`config.mk`:
```
export PLATFORM = sky130hd
export DESIGN_NAME = hub_strap_and_status_pins
export DESIGN_NICKNAME = d
export VERILOG_FILES = /design/src/design/hsp_pkg.sv /design/src/design/hsp_strap_if.sv /design/src/design/hsp_strap_latch.sv /design/src/design/hub_strap_and_status_pins.sv
export SDC_FILE = /design/constraint.sdc
export NUM_CORES = 1
export LEC_CHECK = 0
export ABC_AREA = 1
export BUFFER_PORTS_ARGS = -buffer_cell sky130_fd_sc_hd__buf_2
export CELL_PAD_IN_SITES_DETAIL_PLACEMENT = 0
export CELL_PAD_IN_SITES_GLOBAL_PLACEMENT = 1
export CORE_MARGIN = 5
export CORE_UTILIZATION = 30
export CTS_CLUSTER_SIZE = 28
export DETAILED_ROUTE_END_ITERATION = 10
export GPL_ROUTABILITY_DRIVEN = 0
export PLACE_DENSITY = 0.77
export SKIP_CTS_REPAIR_TIMING = 1
export SKIP_LAST_GASP = 1
export SLEW_MARGIN = 20
export SYNTH_ARGS = -nofsm -noshare
export SYNTH_HDL_FRONTEND = slang
export SYNTH_SLANG_ARGS = --single-unit
```
`constraint.sdc`:
```
create_clock -name clk -period 1.04 [get_ports clk]
set_input_delay 0.052 -clock clk [delete_from_list [all_inputs] [get_ports clk]]
set_output_delay 0.052 -clock clk [all_outputs]
set_load 0.01 [all_outputs]
```
`src/design/hsp_pkg.sv`:
```
package hsp_pkg;

  // =====================================================================
  // strap encodings
  localparam logic SERIAL_MODE_I2C   = 1'b1;
  localparam logic SERIAL_MODE_SMBUS = 1'b0;
  localparam logic POL_ACTIVE_LOW    = 1'b0;
  localparam logic POL_ACTIVE_HIGH   = 1'b1;
  localparam logic POWER_INDIVIDUAL  = 1'b0;
  localparam logic POWER_GANGED      = 1'b1;

  // =====================================================================
  // widths and reset values
  localparam int            PORT_COUNT     = 4;
  localparam int            CONFIG_WIDTH   = 2;
  localparam logic          STRAP_RESET    = 1'b0;
  localparam logic [1:0]    CONFIG_RESET   = 2'h0;

  // =====================================================================
  // sequencer states, gray coded along reset -> sample -> run
  typedef enum logic [1:0] {
    HSP_RESET  = 2'b00,
    HSP_SAMPLE = 2'b01,
    HSP_RUN    = 2'b11
  } hsp_state_t;

endpackage

```
`src/design/hsp_strap_if.sv`:
```
`timescale 1ns/1ps
interface hsp_strap_if;
  import hsp_pkg::*;
  logic serialModeI2c;
  logic powerPolarity;
  logic gangedPower;
  logic fullAutoCharge;
  logic switchUnsupported;
  logic autoDisable;
  logic sampled;
  modport holder (output serialModeI2c, powerPolarity, gangedPower, fullAutoCharge,
                  switchUnsupported, autoDisable, sampled);
  modport user   (input serialModeI2c, powerPolarity, gangedPower, fullAutoCharge,
                  switchUnsupported, autoDisable, sampled);
endinterface

```
`src/design/hsp_strap_latch.sv`:
```
`timescale 1ns/1ps
module hsp_strap_latch
  import hsp_pkg::*;
(
  input  wire logic      clk,
  input  wire logic      rst,
  input  wire logic      clkEn,
  input  wire logic      modePinIn,
  input  wire logic      polarityPinIn,
  input  wire logic      billboardPinIn,
  input  wire logic      config0PinIn,
  input  wire logic      config1PinIn,
  input  wire logic      chargeEnabledAny,
  input  wire logic      gangedWrite,
  input  wire logic      gangedWriteValue,
  input  wire logic      fullAutoWrite,
  input  wire logic      fullAutoWriteValue,
  input  wire logic      switchWrite,
  input  wire logic      switchWriteValue,
  input  wire logic      autoDisWrite,
  input  wire logic      autoDisWriteValue,
  hsp_strap_if.holder    straps
);

  // =====================================================================
  // sequencer and strap holding registers
  hsp_state_t state_reg, state_next;
  logic modeI2c_reg, modeI2c_next;
  logic polarity_reg, polarity_next;
  logic ganged_reg, ganged_next;
  logic fullAuto_reg, fullAuto_next;
  logic switchN_reg, switchN_next;
  logic autoDis_reg, autoDis_next;

  always_comb begin
    state_next    = state_reg;
    modeI2c_next  = modeI2c_reg;
    polarity_next = polarity_reg;
    ganged_next   = ganged_reg;
    fullAuto_next = fullAuto_reg;
    switchN_next  = switchN_reg;
    autoDis_next  = autoDis_reg;
    unique case (state_reg)
      HSP_RESET: begin
        state_next = HSP_SAMPLE;
      end
      HSP_SAMPLE: begin
        // second enabled edge after reset release takes every strap
        modeI2c_next  = modePinIn;
        polarity_next = polarityPinIn;
        ganged_next   = billboardPinIn;
        fullAuto_next = chargeEnabledAny & config0PinIn;
        switchN_next  = ~chargeEnabledAny & config0PinIn;
        autoDis_next  = config1PinIn;
        state_next    = HSP_RUN;
      end
      HSP_RUN: begin
        // values stay put except for explicit smbus overrides
        if (!modeI2c_reg) begin
          if (gangedWrite) begin
            ganged_next = gangedWriteValue;
          end
          if (fullAutoWrite) begin
            fullAuto_next = fullAutoWriteValue;
          end
          if (switchWrite) begin
            switchN_next = switchWriteValue;
          end
          if (autoDisWrite) begin
            autoDis_next = autoDisWriteValue;
          end
        end
      end
      default: begin
        state_next = HSP_RESET;
      end
    endcase
  end

  always_ff @(posedge clk or posedge rst) begin
    if (rst) begin
      state_reg    <= HSP_RESET;
      modeI2c_reg  <= STRAP_RESET;
      polarity_reg <= STRAP_RESET;
      ganged_reg   <= STRAP_RESET;
      fullAuto_reg <= STRAP_RESET;
      switchN_reg  <= STRAP_RESET;
      autoDis_reg  <= STRAP_RESET;
    end else if (clkEn) begin
      state_reg    <= state_next;
      modeI2c_reg  <= modeI2c_next;
      polarity_reg <= polarity_next;
      ganged_reg   <= ganged_next;
      fullAuto_reg <= fullAuto_next;
      switchN_reg  <= switchN_next;
      autoDis_reg  <= autoDis_next;
    end
  end

  assign straps.serialModeI2c     = modeI2c_reg;
  assign straps.powerPolarity     = polarity_reg;
  assign straps.gangedPower       = ganged_reg;
  assign straps.fullAutoCharge    = fullAuto_reg;
  assign straps.switchUnsupported = switchN_reg;
  assign straps.autoDisable       = autoDis_reg;
  assign straps.sampled           = (state_reg == HSP_RUN);

endmodule

```
`src/design/hub_strap_and_status_pins.sv`:
```
`timescale 1ns/1ps
// Notes on behaviour
// mode pin at reset release: 1 picks I2C eeprom, 0 picks SMBus slave.
// with status output on, mode pin shows superspeed suspend, high means suspended.
// polarity strap: 0 makes four power controls active low, 1 active high.
// in I2C mode billboard pin is live input; high presents billboard, low hides.
// in SMBus mode billboard enable comes from a register bit.
// SMBus plus status output: billboard pin shows upstream high-speed connected.
// SMBus: billboard pin strap picks individual 0 or ganged 1; host may override.
// in I2C mode the two config pins give the two configured bits directly.
// in SMBus mode each configured bit comes from a register.
// SMBus with charging on: config pin 0 sets full-automatic bit; host may override.
// SMBus charging off: config pin 0 strap, 1 means no switch support; overridable.
// SMBus plus status output: config pin 0 shows upstream superspeed connected.
// SMBus: config pin 1 sets the auto-disable charge bit; host may override.
// SMBus plus status output: config pin 1 shows high-speed suspend, high suspended.
// straps hold until reset except overrides; pins drive only after sampling.
module hub_strap_and_status_pins
  import hsp_pkg::*;
#(
  parameter int PORTS  = PORT_COUNT,
  parameter int CONFIG = CONFIG_WIDTH
) (
  input  wire logic              clk,
  input  wire logic              rst,
  input  wire logic              clkEn,
  input  wire logic              statusOutputEnable,
  // multi-function pins, each split in three except the input-only polarity strap
  input  wire logic              serialModeSelectIn,
  output logic                   serialModeSelectOut,
  output logic                   serialModeSelectOe,
  input  wire logic              powerControlPolarityStrap,
  input  wire logic              billboardEnablePinIn,
  output logic                   billboardEnablePinOut,
  output logic                   billboardEnablePinOe,
  input  wire logic              billboardConfigPin0In,
  output logic                   billboardConfigPin0Out,
  output logic                   billboardConfigPin0Oe,
  input  wire logic              billboardConfigPin1In,
  output logic                   billboardConfigPin1Out,
  output logic                   billboardConfigPin1Oe,
  // hub core status
  input  wire logic              upstreamSsSuspended,
  input  wire logic              upstreamSsConnected,
  input  wire logic              upstreamHighspeedConnected,
  input  wire logic              upstreamHighspeedSuspended,
  input  wire logic [PORTS-1:0]  portPowerRequest,
  input  wire logic              chargeEnabledAny,
  // smbus register side
  input  wire logic              billboardEnableBit,
  input  wire logic [CONFIG-1:0] billboardConfigBits,
  input  wire logic              gangedWrite,
  input  wire logic              gangedWriteValue,
  input  wire logic              fullAutoWrite,
  input  wire logic              fullAutoWriteValue,
  input  wire logic              switchWrite,
  input  wire logic              switchWriteValue,
  input  wire logic              autoDisWrite,
  input  wire logic              autoDisWriteValue,
  // results
  output logic [PORTS-1:0]       portPowerControl,
  output logic                   serialModeI2c,
  output logic                   billboardEnabled,
  output logic [CONFIG-1:0]      billboardConfigured,
  output logic                   gangedPowerControl,
  output logic                   fullAutomaticChargeBit,
  output logic                   powerSwitchUnsupported,
  output logic                   chargeAutoDisableBit,
  output logic                   strapsSampled
);

  // =====================================================================
  // strap capture
  hsp_strap_if straps ();

  hsp_strap_latch u_latch (
    .clk                (clk),
    .rst                (rst),
    .clkEn              (clkEn),
    .modePinIn          (serialModeSelectIn),
    .polarityPinIn      (powerControlPolarityStrap),
    .billboardPinIn     (billboardEnablePinIn),
    .config0PinIn       (billboardConfigPin0In),
    .config1PinIn       (billboardConfigPin1In),
    .chargeEnabledAny   (chargeEnabledAny),
    .gangedWrite        (gangedWrite),
    .gangedWriteValue   (gangedWriteValue),
    .fullAutoWrite      (fullAutoWrite),
    .fullAutoWriteValue (fullAutoWriteValue),
    .switchWrite        (switchWrite),
    .switchWriteValue   (switchWriteValue),
    .autoDisWrite       (autoDisWrite),
    .autoDisWriteValue  (autoDisWriteValue),
    .straps             (straps)
  );

  // =====================================================================
  // pin muxing and status
  logic [PORTS-1:0]  pwr_reg, pwr_next;
  logic              modeOut_reg, modeOut_next, modeOe_reg, modeOe_next;
  logic              bbOut_reg, bbOut_next, bbOe_reg, bbOe_next;
  logic              c0Out_reg, c0Out_next, c0Oe_reg, c0Oe_next;
  logic              c1Out_reg, c1Out_next, c1Oe_reg, c1Oe_next;
  logic              billboard_enable_pin_reg, billboard_enable_pin_next;
  logic [CONFIG-1:0] cfg_reg, cfg_next;
  logic              i2c_reg, i2c_next;
  logic              gang_reg, gang_next;
  logic              full_reg, full_next;
  logic              sw_reg, sw_next;
  logic              autoDis_reg, autoDis_next;
  logic              smp_reg, smp_next;
  logic              smbusStatus;

  // status drive waits for held straps; smbus-only pins also need smbus mode
  function automatic logic statusDrive(
    input logic smbusOnly,
    input logic sampled,
    input logic modeI2c,
    input logic enable
  );
    return sampled & enable & ~(smbusOnly & modeI2c);
  endfunction

  always_comb begin
    // drive only once straps are held with status on; all but the mode pin also need SMBus mode
    smbusStatus  = statusDrive(1'b1, straps.sampled, straps.serialModeI2c,
                               statusOutputEnable);
    modeOe_next  = statusDrive(1'b0, straps.sampled, straps.serialModeI2c,
                               statusOutputEnable);
    modeOut_next = modeOe_next & upstreamSsSuspended;
    bbOe_next    = smbusStatus;
    bbOut_next   = smbusStatus & upstreamHighspeedConnected;
    c0Oe_next    = smbusStatus;
    c0Out_next   = smbusStatus & upstreamSsConnected;
    c1Oe_next    = smbusStatus;
    c1Out_next   = smbusStatus & upstreamHighspeedSuspended;
    // polarity applied to every port power control
    pwr_next = straps.powerPolarity ? portPowerRequest : ~portPowerRequest;
    if (straps.serialModeI2c) begin
      billboard_enable_pin_next = billboardEnablePinIn;
      cfg_next  = {billboardConfigPin1In, billboardConfigPin0In};
    end else begin
      billboard_enable_pin_next = billboardEnableBit;
      cfg_next  = billboardConfigBits;
    end
    if (!straps.sampled) begin
      billboard_enable_pin_next = STRAP_RESET;
      cfg_next  = CONFIG_RESET;
    end
  end

  always_ff @(posedge clk or posedge rst) begin
    if (rst) begin
      pwr_reg     <= '0;
      modeOut_reg <= 1'b0;
      modeOe_reg  <= 1'b0;
      bbOut_reg   <= 1'b0;
      bbOe_reg    <= 1'b0;
      c0Out_reg   <= 1'b0;
      c0Oe_reg    <= 1'b0;
      c1Out_reg   <= 1'b0;
      c1Oe_reg    <= 1'b0;
      billboard_enable_pin_reg    <= STRAP_RESET;
      cfg_reg     <= CONFIG_RESET;
    end else if (clkEn) begin
      pwr_reg     <= pwr_next;
      modeOut_reg <= modeOut_next;
      modeOe_reg  <= modeOe_next;
      bbOut_reg   <= bbOut_next;
      bbOe_reg    <= bbOe_next;
      c0Out_reg   <= c0Out_next;
      c0Oe_reg    <= c0Oe_next;
      c1Out_reg   <= c1Out_next;
      c1Oe_reg    <= c1Oe_next;
      billboard_enable_pin_reg    <= billboard_enable_pin_next;
      cfg_reg     <= cfg_next;
    end
  end

  // =====================================================================
  // strap mirror: held straps reach the outputs one enabled edge later
  always_comb begin
    i2c_next     = straps.serialModeI2c;
    gang_next    = straps.gangedPower;
    full_next    = straps.fullAutoCharge;
    sw_next      = straps.switchUnsupported;
    autoDis_next = straps.autoDisable;
    smp_next     = straps.sampled;
  end

  always_ff @(posedge clk or posedge rst) begin
    if (rst) begin
      i2c_reg     <= STRAP_RESET;
      gang_reg    <= STRAP_RESET;
      full_reg    <= STRAP_RESET;
      sw_reg      <= STRAP_RESET;
      autoDis_reg <= STRAP_RESET;
      smp_reg     <= 1'b0;
    end else if (clkEn) begin
      i2c_reg     <= i2c_next;
      gang_reg    <= gang_next;
      full_reg    <= full_next;
      sw_reg      <= sw_next;
      autoDis_reg <= autoDis_next;
      smp_reg     <= smp_next;
    end
  end

  assign portPowerControl       = pwr_reg;
  assign serialModeSelectOut    = modeOut_reg;
  assign serialModeSelectOe     = modeOe_reg;
  assign billboardEnablePinOut  = bbOut_reg;
  assign billboardEnablePinOe   = bbOe_reg;
  assign billboardConfigPin0Out = c0Out_reg;
  assign billboardConfigPin0Oe  = c0Oe_reg;
  assign billboardConfigPin1Out = c1Out_reg;
  assign billboardConfigPin1Oe  = c1Oe_reg;
  assign serialModeI2c          = i2c_reg;
  assign billboardEnabled       = billboard_enable_pin_reg;
  assign billboardConfigured    = cfg_reg;
  assign gangedPowerControl     = gang_reg;
  assign fullAutomaticChargeBit = full_reg;
  assign powerSwitchUnsupported = sw_reg;
  assign chargeAutoDisableBit   = autoDis_reg;
  assign strapsSampled          = smp_reg;

endmodule

```
### Word level (Yosys, flattened, before mapping)

Cells that the tools add are included.

| word-level totals | value |
|---|---|
| flip-flop bits (word level) | 27 |
| bits in latches | 0 |
| memory bits (writable) | 0 |
| memory bits (read-only) | 0 |
| input port bits | 29 |
| logic and storage cells | 67 |
| memories | 0 |

| operators by class | value |
|---|---|
| $add $sub $neg | 0 |
| $mul | 0 |
| divide/modulo/power cells | 0 |
| magnitude comparators | 0 |
| equal/unequal tests | 7 |
| shifts and indexed selects | 0 |
| multiplexer cells | 18 |
| bitwise operators | 12 |
| reductions and logical operators | 8 |

Operators with widths:

| kind | number |
|---|---|
| 4-bit AND reduction | 4 |
| 1-bit two-way mux | 10 |
| 2-bit != test, second input constant | 5 |
| 1-bit bitwise AND | 8 |
| 1-bit one-hot mux with 2 select lines | 4 |
| 2-bit one-hot mux with 3 select lines | 1 |
| 2-bit two-way mux | 2 |
| 4-bit two-way mux | 1 |
| 4-bit inverter | 1 |
| 2-bit AND reduction | 2 |
| 1-bit inverter | 3 |
| 2-bit by 1-bit equality test with 1-bit output, second input constant | 1 |
| 2-bit equality test, second input constant | 1 |
| 2-bit logical NOT | 1 |
| 2-bit nonzero test | 1 |

### Depth between registers and ports, before layout

| logic depth | value |
|---|---|
| word-level depth | 4 |
| gate-level depth with buffers | 7 |

### By module

Synthesis repeated with hierarchy kept, for this count alone.

| second synthesis, totals | value |
|---|---|
| cell total of the unflattened synthesis | 181 |
| area total of the unflattened synthesis | 1332.5 um^2 |

Modules (own cells, without submodules):

| module | times used | cells each | area an instance (um^2) |
|---|---|---|---|
| hub_strap_and_status_pins | 1 | 111 | 863.3 |
| hsp_strap_latch | 1 | 70 | 469.2 |

### Worst setup path before layout

No wires, ideal clock.

| path | value |
|---|---|
| path kind | register to register |
| start point | register u_latch.state_reg[1] |
| end point | register u_latch.autoDis_reg (netlist: u_latch.straps.autoDisable) |
| library setup time | 0.065 ns |
| arrival time | 0.932 ns |
| setup slack | 0.043 ns |
| cell stages (with the launch flop) | 7 |
| clock period less this slack | 0.997 ns |
| path through | dfrtp_1 buf_2 nand2_1 inv_1 nor2_1 nand3_1 nand2_1 |

| between the ends | value |
|---|---|
| word-level cells in the longest chain between the ends | 3 |
| elaborated cells on any way between the ends | 7 |
| those cells by class | eq/ne (4); mux (1); reduce/logical (2) |

RTL lines:

| item | RTL line | text |
|---|---|---|
| start, declared | hsp_strap_latch.sv:27 | `hsp_state_t state_reg, state_next;` |
| start signal, assigned | hsp_strap_latch.sv:90 | `state_reg <= state_next;` |
| 2-bit equality test / 2-bit by 1-bit equality test with 1-bit output (equally long branches) | hsp_strap_latch.sv:43 | `unique case (state_reg)` |
| 2-bit != test (no source line) / 2-bit nonzero test (equally long branches) | - |  |
| 4-bit AND reduction (no source line) | - |  |
| end signal, assigned | hsp_strap_latch.sv:96 | `autoDis_reg <= autoDis_next;` |
| end, declared | hsp_strap_latch.sv:33 | `logic autoDis_reg, autoDis_next;` |

Parallel ways exist; a longest one is shown, timed or not.
A chain may end at the register's enable or synchronous reset.

### Final worst setup path

Same ends and word-level chain as after synthesis.

==> flow_metrics.py <==
metrics = {
    "grt": {
        "grt_pass1_vias": 1172,
        "grt_antenna_before_repair": 0,
        "grt_max_degree": 28,
        "grt_overflow_total": 0,
        "grt_first_pass_wirelength_um": 5180,
        "grtUsageTotal_pct": 12.0,
    },
    "power_and_ir_drop": {
        "static-leakage-power_nw": 0.999,
        "power_mw": 2.64,
        "p_per_area_nw_per_um2": 1570,
        "peakVddDrop_uv": 631,
    },
    "min_path": {
        "hold_path_end": "serialModeSelectOut",
        "hold_depth": 3,
        "min_from": "upstreamSsSuspended",
        "hold_class": "in -> reg",
    },
    "clock_tree": {
        "cts_buffers": 3,
        "clkLatencyLatePin_ps": 270,
        "clkSinkCount": 27,
        "h-tree-depth": 1,
        "cts_buffer_depth": 2,
        "root_buffer": "clkbuf_8",
        "cts_tree": "yes",
        "path_clk_slew_ps": 90,
    },
    "setup_path": {
        "cpMostUsedCell": "nand2_1",
        "endpoint_kind": "flop",
        "crit_chain": "buf_4 -> nand2_1 -> nand3_1 -> nand2_1 -> nand2_1",
        "r2r-start": "u_latch.state_reg[1]",
        "critPathBufInv": 1,
        "slowest_stage": "dfrtp_2",
        "crit_type": "reg -> reg",
        "r2r_setup_slack_ps": 20,
        "path_delay_family": "flip-flops",
        "r2r-end": "u_latch.straps.autoDisable",
        "cp.required_ps": 1210,
        "cpPeakStageDelay_ps": 480,
        "worstSetupStartpointType": "flop",
        "crit_fanout": 6,
        "arrival_ps": 1180,
        "r2r_cells": 5,
    },
    "logic_synthesis": {
        "synth_nets": 188,
        "avgSynthCellArea_um2": 8.09,
        "synth_edf_count": 0,
        "async_flop_share_pct": 100,
        "synth_common_cells": "nand2_1, dfrtp_1, nand3_1",
        "synth.top_cell.area_share_pct": 52.5,
        "yosysUniqueCellTypes": 18,
        "yosysMostFrequentCell": "nand2_1",
        "netlist_top_cells_area": "dfrtp_1, nand2_1, nand3_1",
        "yosys.area.top_type": "dfrtp_1",
        "ys_dominant_reg_cell": "dfrtp_1",
        "ys_seq_elements": 27,
        "ys_seq_area_share_pct": 52.5,
        "yosys_warnings": 0,
        "syn_area_um2": 1290,
        "syn-instance-count": 159,
    },
    "placement": {
        "io_buffer_count": 49,
        "hpwl_um": 2400,
    },
    "finish": {
        "area_growth_pct": 30.9,
        "diodes": 0,
        "nets": 243,
        "largest_register_ffs": 4,
        "drive_gt1_share_pct": 34.3,
    },
    "floorplanning": {
        "die_w_um": 75.5,
        "dieArea_um2": 5700,
        "coreArea_um2": 4090,
        "fp.dieH_um": 75.5,
        "start_util_pct": 31.5,
        "fp-row-count": 23,
        "pin_count": 50,
    },
    "timing": {
        "setup_viol": 0,
        "fmax_mhz": 984,
        "fin_hold_ws_ps": 6.07,
        "rsz0062_at_grt": "yes",
        "tightest_slew_ps": 349,
        "skew_ps": 6.49,
        "slew_headroom_pct": 76.7,
        "finalCritPeriodShare_pct": 97.7,
        "hold_violations": 0,
        "finalCriticalPeriod_ps": 1020,
        "slew_violations": 0,
    },
    "flow_run": {
        "drv_cap": 0,
    },
    "drt": {
        "firstDrtPassIters": 4,
        "antenna_left": 0,
        "vias": 1146,
        "wirelength_um": 3080,
        "wl_per_cell_um": 11.7,
        "drc_errors": 0,
        "vias_per_cell": 4.36,
        "dr.first_iter.drc_count": 48,
    },
    "status": {
        "run_status": "finished clean",
    },
}
metrics by stage:
stage | utilization, % | setup slack [ps] | cells | TNS [ps] | cell area [um^2]
detailed placement | 39.5 | 18.0 | 258 | 0 | 1620
CTS | 40.7 | -14.8 | 262 | -25.8 | 1660
finish | 41.2 | 23.5 | 263 | 0 | 1680
global placement | 39.5 | 41.9 | 258 | 0 | 1620
global route | 41.2 | -51.7 | 263 | -277 | 1680
floorplan | - | 43.2 | 159 | 0 | 1290
cells by family after synthesis:
group,after synthesis,synth area share [%]
flip-flops,27,52.5
AND/OR/NAND/NOR,96,32.5
AO/OA/AOI/OAI,11,4.77
XOR/XNOR,4,2.72
buffers and inverters,21,7.49
placed cells by master, fill, tap and decap left out:
master / count
dfrtp_2: 2
inv_2: 4
o21bai_1: 1
dlygate4sd3_1: 1
nor2_1: 5
dfrtp_1: 25
o21ai_2: 1
o21ai_0: 8
nand4_1: 3
clkbuf_8: 3
a21oi_1: 1
xor2_1: 4
nand2_4: 3
nor2_8: 1
buf_4: 6
nand3_1: 13
inv_1: 10
nand2_2: 2
nand2_1: 69
buf_2: 49
clkinv_2: 1
buf_12: 1
per-layer routing:
layer | GRT usage (%) | routed length [um] | up-vias | part of all wire, %
met5 | 0 | 0 | - | 0
met1 | 14.3 | 1330 | 513 | 43
met2 | 20.6 | 1550 | 29 | 50
met3 | 3.03 | 183 | 5 | 5.9
li1 | - | - | 599 | -
met4 | 4.66 | 21 | 0 | 0.68
power breakdown:
group	total [mW]	internal, mW	leakage, nW	switching (mW)
sequential	1.37	1.24	0.336	0.129
combinational	0.684	0.300	0.637	0.384
clock	0.590	0.269	0.0255	0.321
total	2.64	1.81	0.999	0.835
worst reg2reg max path, stage by stage (launching register included):
cell     delay (ps)
dfrtp_2         480
buf_4           170
nand2_1          80
nand3_1          80
nand2_1          60
nand2_1          50
cell type report:
class | instances | area, um^2
repair buffers | 57 | 320
inverters | 14 | 52.6
fillers | 444 | 2400
multi-input cells | 111 | 524
flip-flops and latches | 27 | 678
well taps | 50 | 62.6
clock inverters | 1 | 5.00
clock buffers | 3 | 41.3
worst max-delay path by stage:
stage,startpoint,endpoint,slack (ps),cells after the start
global placement,u_latch.state_reg[1],u_latch.straps.fullAutoCharge,40,5
finish,u_latch.state_reg[1],u_latch.straps.autoDisable,20,5
floorplan,u_latch.state_reg[1],u_latch.straps.autoDisable,40,6
global route,u_latch.state_reg[1],u_latch.straps.autoDisable,-50,5
CTS,u_latch.state_reg[1],u_latch.straps.autoDisable,-10,5
detailed placement,u_latch.state_reg[1],u_latch.straps.autoDisable,20,5
No activity file was read; power rests on OpenSTA's default activity.
